## src/inc/btgx_pkg.sv

```systemverilog
// Package for the bit-invert and test-skip execution block
package btgx_pkg;
   // Opcode high nibbles
   localparam logic [3:0] OPC_INVERT = 4'h7;
   localparam logic [3:0] OPC_TEST_CLR = 4'hB;
   localparam logic [3:0] OPC_TEST_SET = 4'hA;
   // Field positions inside the 16-bit instruction word
   localparam int OPC_MSB = 15;
   localparam int OPC_LSB = 12;
   localparam int BIT_MSB = 11;
   localparam int BIT_LSB = 9;
   localparam int ACC_POS = 8;
   localparam int FILE_MSB = 7;
   // Access bank split and indexed-offset limit
   localparam logic [7:0] ACCESS_SPLIT = 8'h60;
   localparam logic [7:0] INDEX_LIMIT = 8'h5F;
   localparam logic [3:0] ACCESS_HI_BANK = 4'hF;
   localparam logic [3:0] BANK_RESET = 4'h0;
   localparam logic [11:0] ADDR_RESET = 12'h000;
   localparam logic [7:0] DATA_RESET = 8'h00;

   // Four-phase instruction cycle, Gray coded
   typedef enum logic [1:0] {
      BTGX_Q1 = 2'b00,
      BTGX_Q2 = 2'b01,
      BTGX_Q3 = 2'b11,
      BTGX_Q4 = 2'b10
   } btgx_phase_t;

   // Memory request toward the data memory
   typedef struct packed {
      logic rdEn;
      logic wrEn;
      logic [11:0] addr;
      logic [7:0] wrData;
   } btgx_mem_req_t;

   // Decoded operand fields
   typedef struct packed {
      logic invert;
      logic testClr;
      logic testSet;
      logic [2:0] bitIdx;
      logic accSel;
      logic [7:0] fileAddr;
   } btgx_dec_t;
endpackage

```

## src/design/btgx_exec.sv

```systemverilog
// Execution unit for bit invert and bit test-skip instructions
// Functional notes
// RULE1: Invert opcode flips only the indexed bit; status flags untouched.
// RULE2: Access bit zero resolves the file address inside the access bank.
// RULE3: Access bit one forms address from bank select register and file.
// RULE4: Extended set, access zero, address up to 5Fh: indexed offset.
// RULE5: One word, one cycle: decode, read file, process, write back.
`timescale 1ns/1ps
module btgx_exec
   import btgx_pkg::*;
(
   input wire logic ref_clk,
   input wire logic srst,
   input wire logic clkEn,
   input wire logic [15:0] instrWord,
   input wire logic instrValid,
   input wire logic [3:0] bankSelectReg,
   input wire logic extSetEn,
   input wire logic [11:0] indexBase,
   input wire logic [7:0] memRdData,
   output btgx_mem_req_t memReq,
   output logic skipNext,
   output logic statusWrEn,
   output btgx_phase_t phase
);
   btgx_phase_t phase_reg, phase_next;
   btgx_dec_t dec_reg, dec_next;
   logic [11:0] addr_reg, addr_next;
   logic [7:0] data_reg, data_next;
   logic skip_reg, skip_next;
   logic active_reg, active_next;
   btgx_dec_t decNow;
   logic [11:0] addrNow;

   // Field split of the incoming word
   always_comb begin
      decNow.invert = instrValid &&
         instrWord[OPC_MSB:OPC_LSB] == OPC_INVERT;
      decNow.testClr = instrValid &&
         instrWord[OPC_MSB:OPC_LSB] == OPC_TEST_CLR;
      decNow.testSet = instrValid &&
         instrWord[OPC_MSB:OPC_LSB] == OPC_TEST_SET;
      decNow.bitIdx = instrWord[BIT_MSB:BIT_LSB];
      decNow.accSel = instrWord[ACC_POS];
      decNow.fileAddr = instrWord[FILE_MSB:0];
   end

   // Address resolution; indexed mode wins over plain access bank
   always_comb begin
      if (dec_reg.accSel) begin
         addrNow = {bankSelectReg, dec_reg.fileAddr}; // RULE3
      end else if (extSetEn && dec_reg.fileAddr <= INDEX_LIMIT) begin
         addrNow = indexBase + {4'h0, dec_reg.fileAddr}; // RULE4
      end else if (dec_reg.fileAddr < ACCESS_SPLIT) begin
         addrNow = {BANK_RESET, dec_reg.fileAddr}; // RULE2
      end else begin
         addrNow = {ACCESS_HI_BANK, dec_reg.fileAddr}; // RULE2
      end
   end

   // Phase sequencer and datapath next state
   always_comb begin
      phase_next = phase_reg;
      dec_next = dec_reg;
      addr_next = addr_reg;
      data_next = data_reg;
      skip_next = skip_reg;
      active_next = active_reg;
      case (phase_reg)
         BTGX_Q1: begin
            dec_next = decNow; // RULE5
            active_next = decNow.invert | decNow.testClr | decNow.testSet;
            skip_next = 1'b0;
            phase_next = BTGX_Q2;
         end
         BTGX_Q2: begin
            addr_next = addrNow; // RULE5
            phase_next = BTGX_Q3;
         end
         BTGX_Q3: begin
            // Only the selected bit changes
            data_next = memRdData ^ (8'h01 << dec_reg.bitIdx); // RULE1
            skip_next = active_reg &&
               ((dec_reg.testClr && !memRdData[dec_reg.bitIdx]) ||
                (dec_reg.testSet && memRdData[dec_reg.bitIdx]));
            phase_next = BTGX_Q4;
         end
         BTGX_Q4: begin
            phase_next = BTGX_Q1;
         end
         default: begin
            phase_next = BTGX_Q1;
         end
      endcase
   end

   // State registers, frozen while clock enable is low
   always_ff @(posedge ref_clk) begin
      if (srst) begin
         phase_reg <= BTGX_Q1;
         dec_reg <= '0;
         addr_reg <= ADDR_RESET;
         data_reg <= DATA_RESET;
         skip_reg <= 1'b0;
         active_reg <= 1'b0;
      end else if (clkEn) begin
         phase_reg <= phase_next;
         dec_reg <= dec_next;
         addr_reg <= addr_next;
         data_reg <= data_next;
         skip_reg <= skip_next;
         active_reg <= active_next;
      end
   end

   // Read in Q3 so data is captured there; write only in Q4
   // One assignment for the whole struct keeps a single driver
   assign memReq = '{
      rdEn: active_reg && phase_reg == BTGX_Q3,
      wrEn: active_reg && dec_reg.invert && phase_reg == BTGX_Q4, // RULE5
      addr: addr_reg,
      wrData: data_reg
   };
   assign statusWrEn = 1'b0; // RULE1
   // Skip request held for the fetch pipeline during Q4
   assign skipNext = skip_reg && phase_reg == BTGX_Q4;
   assign phase = phase_reg;
endmodule

```

## config.mk

```make
export PLATFORM = sky130hd
export DESIGN_NAME = btgx_exec
export DESIGN_NICKNAME = d
export VERILOG_FILES = /design/src/inc/btgx_pkg.sv /design/src/design/btgx_exec.sv
export SDC_FILE = /design/constraint.sdc
export NUM_CORES = 1
export LEC_CHECK = 0
export ABC_CLOCK_PERIOD_IN_PS = 2270
export BUFFER_PORTS_ARGS = -buffer_cell sky130_fd_sc_hd__clkbuf_2
export CORE_ASPECT_RATIO = 0.9
export CORE_MARGIN = 4
export CORE_UTILIZATION = 34
export DETAILED_ROUTE_END_ITERATION = 16
export GPL_TIMING_DRIVEN = 0
export PLACE_DENSITY = 0.65
export SLEW_MARGIN = 20
export SYNTH_ARGS = -nofsm -noshare
export SYNTH_HDL_FRONTEND = slang
export SYNTH_SLANG_ARGS = --single-unit
```

## constraint.sdc

```tcl
create_clock -name ref_clk -period 2.27 [get_ports ref_clk]
set_input_delay 0.3405 -clock ref_clk [delete_from_list [all_inputs] [get_ports ref_clk]]
set_output_delay 0.3405 -clock ref_clk [all_outputs]
set_load 0.01 [all_outputs]
```

======== After elaboration in Yosys (flattened, before gate mapping) ========
Cells that the tools add are included.
word-level totals
  bits of input ports ..................... 45
  flip-flop bits (word level) ............. 39
  word-level logic and storage cells ...... 51
cells by class
  bitwise operators ....................... 3
  eq/ne operators ......................... 6
  multiplexer cells ....................... 7
  shifts and indexed selects .............. 1
  reductions and logical operators ........ 19
  $add $sub $neg .......................... 1
  order comparisons ....................... 3
operators with widths
  operator                                                                          number
  12-bit 2-to-1 mux                                                                 3
  12-bit by 8-bit adder with 12-bit output                                          1
  1-bit logical AND                                                                 11
  4-bit == test, second input constant                                              2
  8-bit by 7-bit less-or-equal comparator with 1-bit output, second input constant  1
  8-bit by 7-bit < comparator with 1-bit output, second input constant              1
  2-bit one-hot mux with 4 select lines                                             1
  2-bit AND reduction                                                               4
  1-bit by 3-bit << shifter with 8-bit output, first input constant                 1
  8-bit XOR                                                                         1
  2-bit == test, second input constant                                              2
  4-bit by 3-bit == test with 1-bit output, second input constant                   1
  3-bit by 4-bit < comparator with 1-bit output, second input constant              1
  1-bit binary-select mux with 3-bit select                                         1
  2-bit by 1-bit == test with 1-bit output, second input constant                   1
  2-bit zero test                                                                   1
  1-bit bitwise OR                                                                  2
  1-bit one-hot mux with 2 select lines                                             1
  2-bit nonzero test                                                                1
  1-bit zero test                                                                   1
  1-bit logical OR                                                                  1
  1-bit 2-to-1 mux                                                                  1

======== Longest topological paths before layout ========
Gate-level depths: netlist of run 1.
  depth in word-level cells ............... 7
  mapped depth ............................ 8
  mapped depth without buffers ............ 8

======== Worst setup path before layout of run 1 ========
Ideal clock, no wire load.
  kind .................................... input -> register
  start ................................... input port indexBase[0]
  end ..................................... register addr_reg[8]
  arrival time ............................ 1.908 ns
  stages .................................. 8
  path buffers ............................ 0
  path slack .............................. 0.269 ns
  cells stage by stage .................... ha_1 -> inv_1 -> fa_1 -> and2b_1 -> o21ai_1 -> a311oi_1 -> nor4_1 -> o32ai_1
between the ends
  word-level cells in the longest chain between the ends .. 3
ends and longest elaborated chain
  what                                      RTL line          RTL
  start, declared                           btgx_exec.sv:19   input wire logic [11:0] indexBase,
  12-bit by 8-bit adder with 12-bit output  btgx_exec.sv:53   addrNow = indexBase + {4'h0, dec_reg.fileAddr};
  12-bit 2-to-1 mux                         btgx_exec.sv:52   end else if (extSetEn && dec_reg.fileAddr <= INDEX_LIMIT) begin
  12-bit 2-to-1 mux                         btgx_exec.sv:50   if (dec_reg.accSel) begin
  end signal, assigned                      btgx_exec.sv:109  addr_reg <= addr_next;
  end, declared                             btgx_exec.sv:28   logic [11:0] addr_reg, addr_next;
No other way between the ends.
A chain may end at the register's enable or synchronous reset.

======== Worst setup path in the final report of run 1 ========
  start ................................... register dec_reg[0] (netlist name)
  end ..................................... register addr_reg[8]
between the ends
  word-level cells in the longest chain between the ends .. 4
  elaborated cells on any way between the ends .. 7
  classes of those cells .................. add/sub: 1; order compare: 2; mux: 3; reduce/logical: 1
ends and longest elaborated chain
  what                                                                                                                        RTL line                          RTL
  start, declared                                                                                                             btgx_exec.sv:27                   btgx_dec_t dec_reg, dec_next;
  start signal, assigned                                                                                                      btgx_exec.sv:108                  dec_reg <= dec_next;
  8-bit by 7-bit < comparator with 1-bit output or 8-bit by 7-bit less-or-equal comparator with 1-bit output (tied branches)  btgx_exec.sv:54, btgx_exec.sv:52
  12-bit 2-to-1 mux or 1-bit logical AND (tied branches)                                                                      btgx_exec.sv:54, btgx_exec.sv:52
  12-bit 2-to-1 mux (*)                                                                                                       btgx_exec.sv:52
  12-bit 2-to-1 mux (*)                                                                                                       btgx_exec.sv:50
Mark *: on every way between the ends. The rest lies on a longest branch, timed or not.

==> results by group, run 1 <==
Timing
  • Worst rel slew slack: 0.640
  • Final Max Slew Viols: 0
  • Final setup viols: 0
  • Fin. Hold Viols: 0
  • Worst-margin pin slew: ~540 ps
  • Clock Skews: approximately 9.4 ps
  • Fin crit period: between 2000 and 2500 ps
  • Final period utilization: 0.938
  • Unrepaired setup endpoints after global routing: false
  • Final hold slack: 256 ps
  • Achievable Freq: approximately 470 MHz

Final layout
  • Share of layout cells above drive strength 1: 0.234
  • Net count, final: around 430
  • Area Growth Syn to Fin: 24.1%
  • Max FFs per register: 15
  • Post-layout util: 0.442
  • Fin cells: 466
  • Design Area, Final: between 2000 and 3000 um^2
  • Commonest cells after routing, fill and taps aside: 66 x clkbuf_2, 49 x nand2_1, 39 x dfxtp_1
  • ANT cells: 0
  • Commonest non-fill, non-tap cell in the layout: clkbuf_2

Setup path
  • WP data required: 2480 ps
  • RR Startpoint: dec_reg[0]
  • Crit-path max cell delay: roughly 340 ps
  • Worst setup SP type: flop
  • Worst setup EP type: flop
  • Critical path data arrival time: around 2300 ps
  • Crit-path cells: ha_1, inv_1, fa_1, and2b_1, o21ai_1, a311oi_2, buf_4, o31a_1, o32ai_1
  • R2r worst-path depth: 9
  • Worst R2R End: addr_reg[8]
  • Setup CP Type: flop to flop
  • Worst-path fanout max: 4
  • Reg-to-reg setup timing slack: approximately 140 ps
  • Slowest-stage cell, CP: dfxtp_1

Power
  • PD cells: roughly 580 nW/um^2
  • Total power: between 1500 and 2000 uW
  • Leakage: 0.00129 uW
  • Maximum vdd drop: ~0.00032 V

Global route
  • Number of global-route vias before repair: between 2k and 2.5k
  • Global Route Usage Sum: 0.160
  • Initial antenna violation count: 0
  • First-pass GRT wire length: 10400 um
  • Largest net degree at the start of global routing: 13
  • GRT overflow: 0

Synthesis
  • Number of flops mapped to enable cells by yosys: 0
  • Post-synthesis sequential area ratio: 0.328
  • Post-Synth XOR/XNOR Area: 0.0331
  • Synth Area in Compound Gates: 0.228
  • Post-Synth Adder-Cell Area: 0.0767
  • Net Count, Synth: between 300 and 400
  • Post-Synthesis Cells: ~300
  • Synthesized area: roughly 2400 um^2
  • Post-synthesis mux area share: 0.0273
  • Synth Area per Inst: about 8 um^2
  • Post-synth ARST share: 0
  • Cell variety after synth: a little under 60
  • Post-synthesis simple-gate area fraction: 0.251
  • Largest family of logic cells by synthesized area: simple AND/OR/NAND/NOR gates
  • Flops & latches, synth: 39
  • Synth Warn #: 0
  • Top FF cell, synth: dfxtp_1

Clocking
  • Clk slew on worst S/H paths: 80 ps
  • Hold buffers post-CTS: 0
  • Clk sinks: 39
  • Root buf cell: clkbuf_8
  • Worst-Skew Late Latency: 300 ps
  • CTS buffer count: 5
  • Max Buffers Root-to-Sink: 2
  • H-tree depth: 2
  • TritonCTS clock tree: done

Hold path
  • Hold path start: instrWord[8]
  • Hold depth: 3
  • Hold endpoint: dec_reg[8]
  • Hold Crit Class: input pin to flop

Floorplan
  • Core area: ~6700 um^2
  • Die width: 96.2 um
  • Die area: between 8000 and 9000 um^2
  • Die height: roughly 87 um
  • Row Count: 28
  • I/O Pins: 71
  • Starting Density: 0.356

Run status
  • Status: finished, final reports clean

Route
  • Routed Antenna Nets: 0
  • WL per Instance: roughly 14 um
  • Vias per cell: 5.05
  • Vias: roughly 2.4k
  • DRT Pass-1 Iters: 5
  • Final wirelength: 6600 um
  • Number of DRC markers in iteration 0: between 100 and 150
  • DRC viols: 0

Run
  • Max Cap Viol: 0

Placed design
  • GP Congestion: 0.852
  • Port Buffers: 66
  • Cell Area, Placed: around 2800 um^2
  • Post-placement cell count: about 460
  • Dpl hpwl: 4990 um
-- area by class of cell --
type,instances,area [um^2]
Tap cell,90,113
Fill cell,684,3740
Multi-Input combinational cell,236,1480
Timing Repair Buffer,67,338
Inverter,9,33.8
Buffer,17,97.6
Clock inverter,2,35.0
Clock buffer,6,82.6
Sequential cell,39,781
-- routing by layer --
layer / global-route usage / part of all wire / up-vias
li1: - / - / 1214
met1: 0.217 / 0.49 / 1069
met2: 0.253 / 0.45 / 57
met3: 0.0268 / 0.042 / 12
met4: 0.0581 / 0.018 / 0
met5: 0 / 0 / -
-- how the worst max path moves through the flow --
| stage | from | endpoint | slack (ps) | cells past startpoint |
|---|---|---|---|---|
| 6_report | dec_reg[0] | addr_reg[8] | 140 | 9 |
| 5_1_grt | dec_reg[0] | addr_reg[8] | 20 | 9 |
| 4_1_cts | dec_reg[0] | addr_reg[8] | 80 | 8 |
| 3_5_place_dp | indexBase[0] | addr_reg[8] | -120 | 9 |
| 3_3_place_gp | indexBase[0] | addr_reg[8] | -80 | 9 |
| 2_1_floorplan | indexBase[0] | addr_reg[8] | 270 | 8 |
-- cell usage after synthesis (6+ instances only) --
master	instances	area share
a21oi_1	24	0.050
nor2_1	24	0.038
nand2_1	49	0.077
o21ai_0	10	0.021
nand3_1	12	0.025
nor3_1	7	0.015
dfxtp_1	39	0.33
a211oi_1	10	0.032
clkbuf_1	11	0.017
and2_1	6	0.016
inv_1	9	0.014
ha_1	13	0.068
-- through the flow --
stage                     setup TNS, ps  setup slack [ps]
after floorplan                       0               269
after global placement             -133             -81.7
after detailed placement           -175              -121
after CTS                             0              83.8
after global routing                  0              15.4
final                                 0               140
-- timing repair --
action | CTS | global route
gates resized for setup | 1 | 0
setup buffers | 0 | 1
setup endpoints to repair | 2 | 1
endpoints found under the hold margin | 0 | 0
gates cloned | 0 | 0
pin swaps | 0 | 1
-- critical path: cells and delay by family, from the launching register on --
| family | cells | cell delay (ps) |
|---|---|---|
| compound gates | 4 | 890 |
| fa+ha+maj | 2 | 370 |
| flops | 1 | 340 |
| buf+inv | 2 | 240 |
| simple gates | 1 | 200 |
-- logic make-up (layout without fill, tap and decap cells) --
group	Yosys count	count (layout)
xor gates and xnor gates	9	9
and+or+nand+nor	126	126
AOI/OAI and AO/OA	80	80
other	1	1
DFF	39	39
muxes	6	6
adders and majority gates	14	14
buffers and inverters	26	101
-- power by group --
part	internal [uW]	switching, uW	total (uW)
logic	154	207	360
clock network	356	251	607
registers	717	30.4	747
Note: power is estimated with default switching activity, not from simulation.
==> run 2, diff against run 1 <==
ABC_AREA = 1   (was not set)
CORE_ASPECT_RATIO = 1.1   (was 0.9)
==> results by group, run 2 <==
Setup path
  • Critical path data arrival time: approximately 2000 ps
  • Worst setup EP type: flop
  • WP data required: between 2000 and 2500 ps
  • Worst-path fanout max: 3
  • Reg-to-reg setup timing slack: 460 ps
  • Worst setup SP type: flop
  • Worst Setup SP: dec_reg[0]
  • R2r worst-path depth: 11
  • RR Startpoint: dec_reg[0]
  • Worst R2R End: addr_reg[8]
  • Setup CP Type: flop to flop
  • Critical path capture point: addr_reg[8]

Placed design
  • Cell Area, Placed: between 2000 and 3000 um^2
  • Port Buffers: between 60 and 70
  • GP Congestion: 0.893
  • Dpl hpwl: approximately 5000 um

Route
  • Vias per cell: 4.81
  • DRC viols: 0
  • Final wirelength: 6160 um
  • Uppermost layer routed: met4
  • WL per Instance: 12.4 um
  • Vias: about 2.4k
  • Number of DRC markers in iteration 0: 94
  • Met2 wire len: 2910 um
  • Routed Antenna Nets: 0
  • Met3 wire length: ~450 um
  • Wl on met1: around 2700 um
  • DRT Pass-1 Iters: 4

Final layout
  • Net count, final: approximately 470
  • Max FFs per register: 15
  • Design Area, Final: 2930 um^2
  • Area Growth Syn to Fin: 23.9%
  • Share of layout cells above drive strength 1: 0.248
  • Post-layout util: 0.439
  • Commonest non-fill, non-tap cell in the layout: clkbuf_2
  • ANT cells: 0
  • Layout fillers: slightly above 700
  • Commonest cells after routing, fill and taps aside: 69 x clkbuf_2, 59 x nand2_1, 40 x nor2_1

Timing
  • Fin. Hold Viols: 0
  • Setup TNS: 0 ps
  • Final Max Slew Viols: 0
  • Unrepaired setup endpoints after global routing: false
  • Worst-margin pin slew: between 500 and 600 ps
  • Worst rel slew slack: 0.659
  • Final period utilization: 0.799
  • Clock Skews: ~4.4 ps
  • Achievable Freq: ~550 MHz
  • Final hold slack: a little under 300 ps
  • Fin crit period: around 1800 ps
  • Final setup viols: 0

Power
  • Maximum vdd drop: 0.000271 V
  • Leakage: between 0.0015 and 0.002 uW
  • Total power: between 1500 and 2000 uW
  • PD cells: between 600 and 700 nW/um^2

Clocking
  • Post-CTS setup buffer count: 0
  • Worst-Skew Late Latency: about 290 ps
  • Clk slew on worst S/H paths: approximately 80 ps
  • H-tree depth: 2
  • Root buf cell: clkbuf_8
  • Resize count post-CTS: 0
  • Max Buffers Root-to-Sink: 2
  • TritonCTS clock tree: done
  • Clk sinks: 39
  • Hold buffers post-CTS: 0
  • CTS buffer count: 5

Synthesis
  • Most frequent cell after synthesis: nand2_1
  • Synth Area per Inst: 6.99 um^2
  • Synth Warn #: 0
  • Synthesized area: between 2000 and 2500 um^2
  • Post-synthesis sequential area ratio: 0.331
  • Post-Synthesis Cells: ~340
  • Number of flops mapped to enable cells by yosys: 0
  • Top cell type's share of synthesized area: 0.331
  • Commonest cells post-synth: 59 x nand2_1, 40 x nor2_1, 39 x dfxtp_1
  • Top cells by area, synth: dfxtp_1 33%, nand2_1 9.4%, a21oi_1 7.4%, ha_1 6.9%, nor2_1 6.4%
  • Yosys top cell by area: dfxtp_1
  • Top FF cell, synth: dfxtp_1
  • Cell variety after synth: 37
  • Post-synth ARST share: 0
  • Flops & latches, synth: 39
  • Net Count, Synth: 397

Run status
  • Status: finished, final reports clean

Run
  • Max Cap Viol: 0

Floorplan
  • Die width: between 80 and 90 um
  • Starting Density: 0.354
  • Core area: 6670 um^2
  • Die height: 95.4 um
  • Row Count: 31
  • Die area: 8350 um^2
  • I/O Pins: 71

Global route
  • Number of global-route vias before repair: between 2k and 2.5k
  • First-pass GRT wire length: around 10000 um
  • Global Route Usage Sum: 0.153
  • GRT overflow: 0
  • Initial antenna violation count: 0
  • Largest net degree at the start of global routing: 13

Hold path
  • Hold Crit Class: input pin to flop
-- run 2: changes by cell type in the layout (fill, tap and decap cells not counted), sizes merged, moves of 10 or more --
cell and delta:
nand2 +15, o21ai +24, inv +31, a21oi +17, nor2 +20, a211oi -10
-- run 2: metal layers --
| metal | global-route usage | vias up |
|---|---|---|
| met4 | 0.0384 | 0 |
| met2 | 0.264 | 74 |
| li1 | - | 1251 |
| met5 | 0 | - |
| met1 | 0.192 | 1060 |
| met3 | 0.0346 | 8 |
-- run 2: worst max-delay path: stages (launching register included) --
cell	delay, ps
dfxtp_1	360
ha_1	180
inv_1	60
fa_1	440
o21bai_2	200
nand2_1	110
nand2_1	70
nand2_1	40
nand3_1	60
nand2_1	50
nand2_1	50
a21oi_1	50
-- run 2: worst min path at each step --
stage / from / endpoint / slack, ps / depth (start not counted)
after floorplan: dec_reg[13] / dec_reg[13] / 440 / 2
after global placement: dec_reg[13] / dec_reg[13] / 450 / 2
after detailed placement: dec_reg[13] / dec_reg[13] / 460 / 2
after CTS: instrWord[5] / dec_reg[5] / 300 / 3
after global routing: instrWord[2] / dec_reg[2] / 310 / 3
final: instrWord[5] / dec_reg[5] / 300 / 3
-- run 2: where the power goes --
group | switching [uW] | internal, uW | leakage, uW
clock network | 245 | 356 | 0.0000612
registers | 37.1 | 725 | 0.000319
logic | 256 | 168 | 0.00112
total | 538 | 1250 | 0.00150
-- run 2: logic make-up after synthesis --
family,Yosys count,share of synthesized area
flops,39,0.331
fa+ha+maj,14,0.0773
simple gates,137,0.256
xor+xnor,12,0.0445
buf+inv,50,0.0863
compound gates,85,0.203
other cells,1,0.00159
-- run 2: final cells by class --
class                           count  area, um^2  area share
Buffer                             10        51.3      0.0175
Clock buffer                        6        82.6      0.0282
Clock inverter                      2        35.0      0.0120
Inverter                           40         153      0.0521
Multi-Input combinational cell    249        1380       0.471
Sequential cell                    39         781       0.267
Tap cell                           82         103      0.0350
Timing Repair Buffer               69         345       0.118
-- run 2: stage by stage --
stage	std cells	setup WS, ps
2_1_floorplan	338	664
3_3_place_gp	489	415
3_5_place_dp	489	393
4_1_cts	497	453
5_1_grt	497	329
6_report	497	456
==> run 3, diff against run 2 <==
ABC_AREA = 0   (was 1)
ABC_CLOCK_PERIOD_IN_PS = 1810   (was 2270)
clock period = 1.81 ns   (was 2.27 ns; I/O delays follow)
==> results by group, run 3 (synthesis results as in run 1) <==
Global route
  • Number of global-route vias before repair: roughly 2.3k
  • Initial antenna violation count: 0
  • GRT overflow: 0
  • First-pass GRT wire length: 10400 um
  • Global Route Usage Sum: 0.155
  • Largest net degree at the start of global routing: 13

Clocking
  • Clk slew on worst S/H paths: 80 ps
  • CTS buffer count: 5
  • Clk sinks: 39
  • Hold buffers post-CTS: 0
  • Worst-Skew Late Latency: 290 ps
  • Root buf cell: clkbuf_8
  • TritonCTS clock tree: done
  • H-tree depth: 2
  • Max Buffers Root-to-Sink: 2

Timing
  • Fin crit period: approximately 1900 ps
  • Fin. Hold Viols: 0
  • Final setup viols: 4
  • Final WS setup: -68.6 ps
  • Clock Skews: 7.03 ps
  • Final period utilization: 1.04
  • Worst rel slew slack: 0.639
  • Unrepaired setup endpoints after global routing: true
  • Final Max Slew Viols: 0
  • Worst-margin pin slew: around 540 ps
  • Achievable Freq: 532 MHz
  • Final hold slack: 188 ps

Final layout
  • Fin cells: between 400 and 500
  • Net count, final: roughly 440
  • Area Growth Syn to Fin: 27.3%
  • Share of layout cells above drive strength 1: 0.290
  • Multi-input gate area: roughly 1500 um^2
  • ANT cells: 0
  • Commonest non-fill, non-tap cell in the layout: clkbuf_2
  • Commonest cells after routing, fill and taps aside: 70 x clkbuf_2, 48 x nand2_1, 34 x dfxtp_1
  • Design Area, Final: slightly above 3000 um^2
  • Register area: about 790 um^2
  • Max FFs per register: 15
  • Layout fillers: about 700
  • Post-layout util: 0.452

Route
  • Vias per cell: roughly 5.2
  • WL per Instance: 14.2 um
  • Number of DRC markers in iteration 0: 136
  • Routed Antenna Nets: 0
  • Vias: around 2.4k
  • Final wirelength: about 6600 um
  • DRT Pass-1 Iters: 4
  • DRC viols: 0

Setup path
  • Setup CP Type: flop to flop
  • RR Startpoint: dec_reg[0]
  • Worst Setup SP: dec_reg[0]
  • Critical path data arrival time: 2080 ps
  • WP data required: approximately 2000 ps
  • Crit-path cells: ha_4, inv_2, fa_2, and2b_1, o21ai_2, a311oi_4, o31a_1, o32ai_1
  • Worst setup EP type: flop
  • Reg-to-reg setup timing slack: -70 ps
  • Crit-path max cell delay: between 300 and 400 ps
  • Worst setup SP type: flop
  • Worst R2R End: addr_reg[8]
  • R2r worst-path depth: 8
  • Worst-path fanout max: 4
  • Slowest-stage cell, CP: dfxtp_2

Floorplan
  • Starting Density: 0.355
  • Die height: between 90 and 100 um
  • Die width: 87.8 um
  • I/O Pins: 71
  • Die area: around 8400 um^2
  • Core area: 6710 um^2
  • Row Count: 31

Power
  • Switching share of total power: 0.303
  • Total power: between 2000 and 2500 uW
  • PD cells: 675 nW/um^2
  • Leakage: between 0.001 and 0.0015 uW
  • Maximum vdd drop: approximately 0.00033 V
  • Sequential share of power: 0.461
  • Int Pwr: 1420 uW
  • Switching Power: just over 600 uW
  • Clock share of power: 0.305
  • Comb pwr share: 0.234

Placed design
  • Cell Area, Placed: approximately 2800 um^2
  • Post-placement cell count: between 400 and 500
  • Dpl hpwl: 4980 um
  • GP Congestion: 0.861
  • Port Buffers: 66

Run status
  • Failing checks: negative setup slack
  • Status: finished, violations left

Hold path
  • Hold endpoint: dec_reg[5]
  • Hold Crit Class: input pin to flop
  • Hold path start: instrWord[5]
  • Hold depth: 3

Run
  • Max Cap Viol: 0
-- run 3: cell types whose count changed in the layout (fill, tap and decap cells not counted), sizes merged, moves of 10 or more --
cell	change
a211oi	+10
a21oi	-17
inv	-31
nand2	-15
nor2	-20
o21ai	-24
-- run 3: repair_timing --
item / 4_1_cts / 5_1_grt
setup endpoints to repair: 14 / 23
cloned: 0 / 0
setup buffers: 4 / 2
resized for setup: 8 / 16
pin swaps: 9 / 10
endpoints found under the hold margin: 0 / 0
-- run 3: layout make-up --
cell class	count	area share
Timing Repair Buffer	71	0.121
Sequential cell	39	0.260
Buffer	16	0.0326
Tap cell	82	0.0339
Clock inverter	1	0.00289
Multi-Input combinational cell	236	0.510
Clock buffer	7	0.0285
Inverter	9	0.0111
-- run 3: critical path: cells and delay by family, from the launching register on --
family / cells / cell delay [ps]
buffers and inverters: 1 / 50
DFF: 1 / 340
and+or+nand+nor: 1 / 200
AOI/OAI and AO/OA: 4 / 860
adders and majority gates: 2 / 340
-- run 3: stage by stage --
step	setup slack [ps]	TNS, ps
6_report	-68.6	-177
5_1_grt	-139	-514
4_1_cts	-113	-251
3_5_place_dp	-191	-1190
3_3_place_gp	-184	-826
2_1_floorplan	25.9	0
-- run 3: power groups by stage --
stage,sequential [uW],clock (uW),combinational [uW]
after floorplan,957,0,292
after global placement,956,0,441
after detailed placement,957,0,450
after CTS,938,640,466
after global routing,948,682,535
final,942,624,479
-- run 3: worst max path at each step --
stage	to	slack (ps)	cells past startpoint
floorplan	addr_reg[10]	30	8
global placement	addr_reg[11]	-180	7
detailed placement	addr_reg[11]	-190	7
CTS	addr_reg[8]	-110	9
global route	addr_reg[10]	-140	8
finish	addr_reg[8]	-70	8
-- run 3: metal layers --
metal / up-vias / GRT usage / wire, um
met5: - / 0 / 0
met4: 0 / 0.0409 / 80
li1: 1220 / - / -
met1: 1121 / 0.202 / 2960
met3: 6 / 0.0325 / 361
met2: 61 / 0.261 / 3160
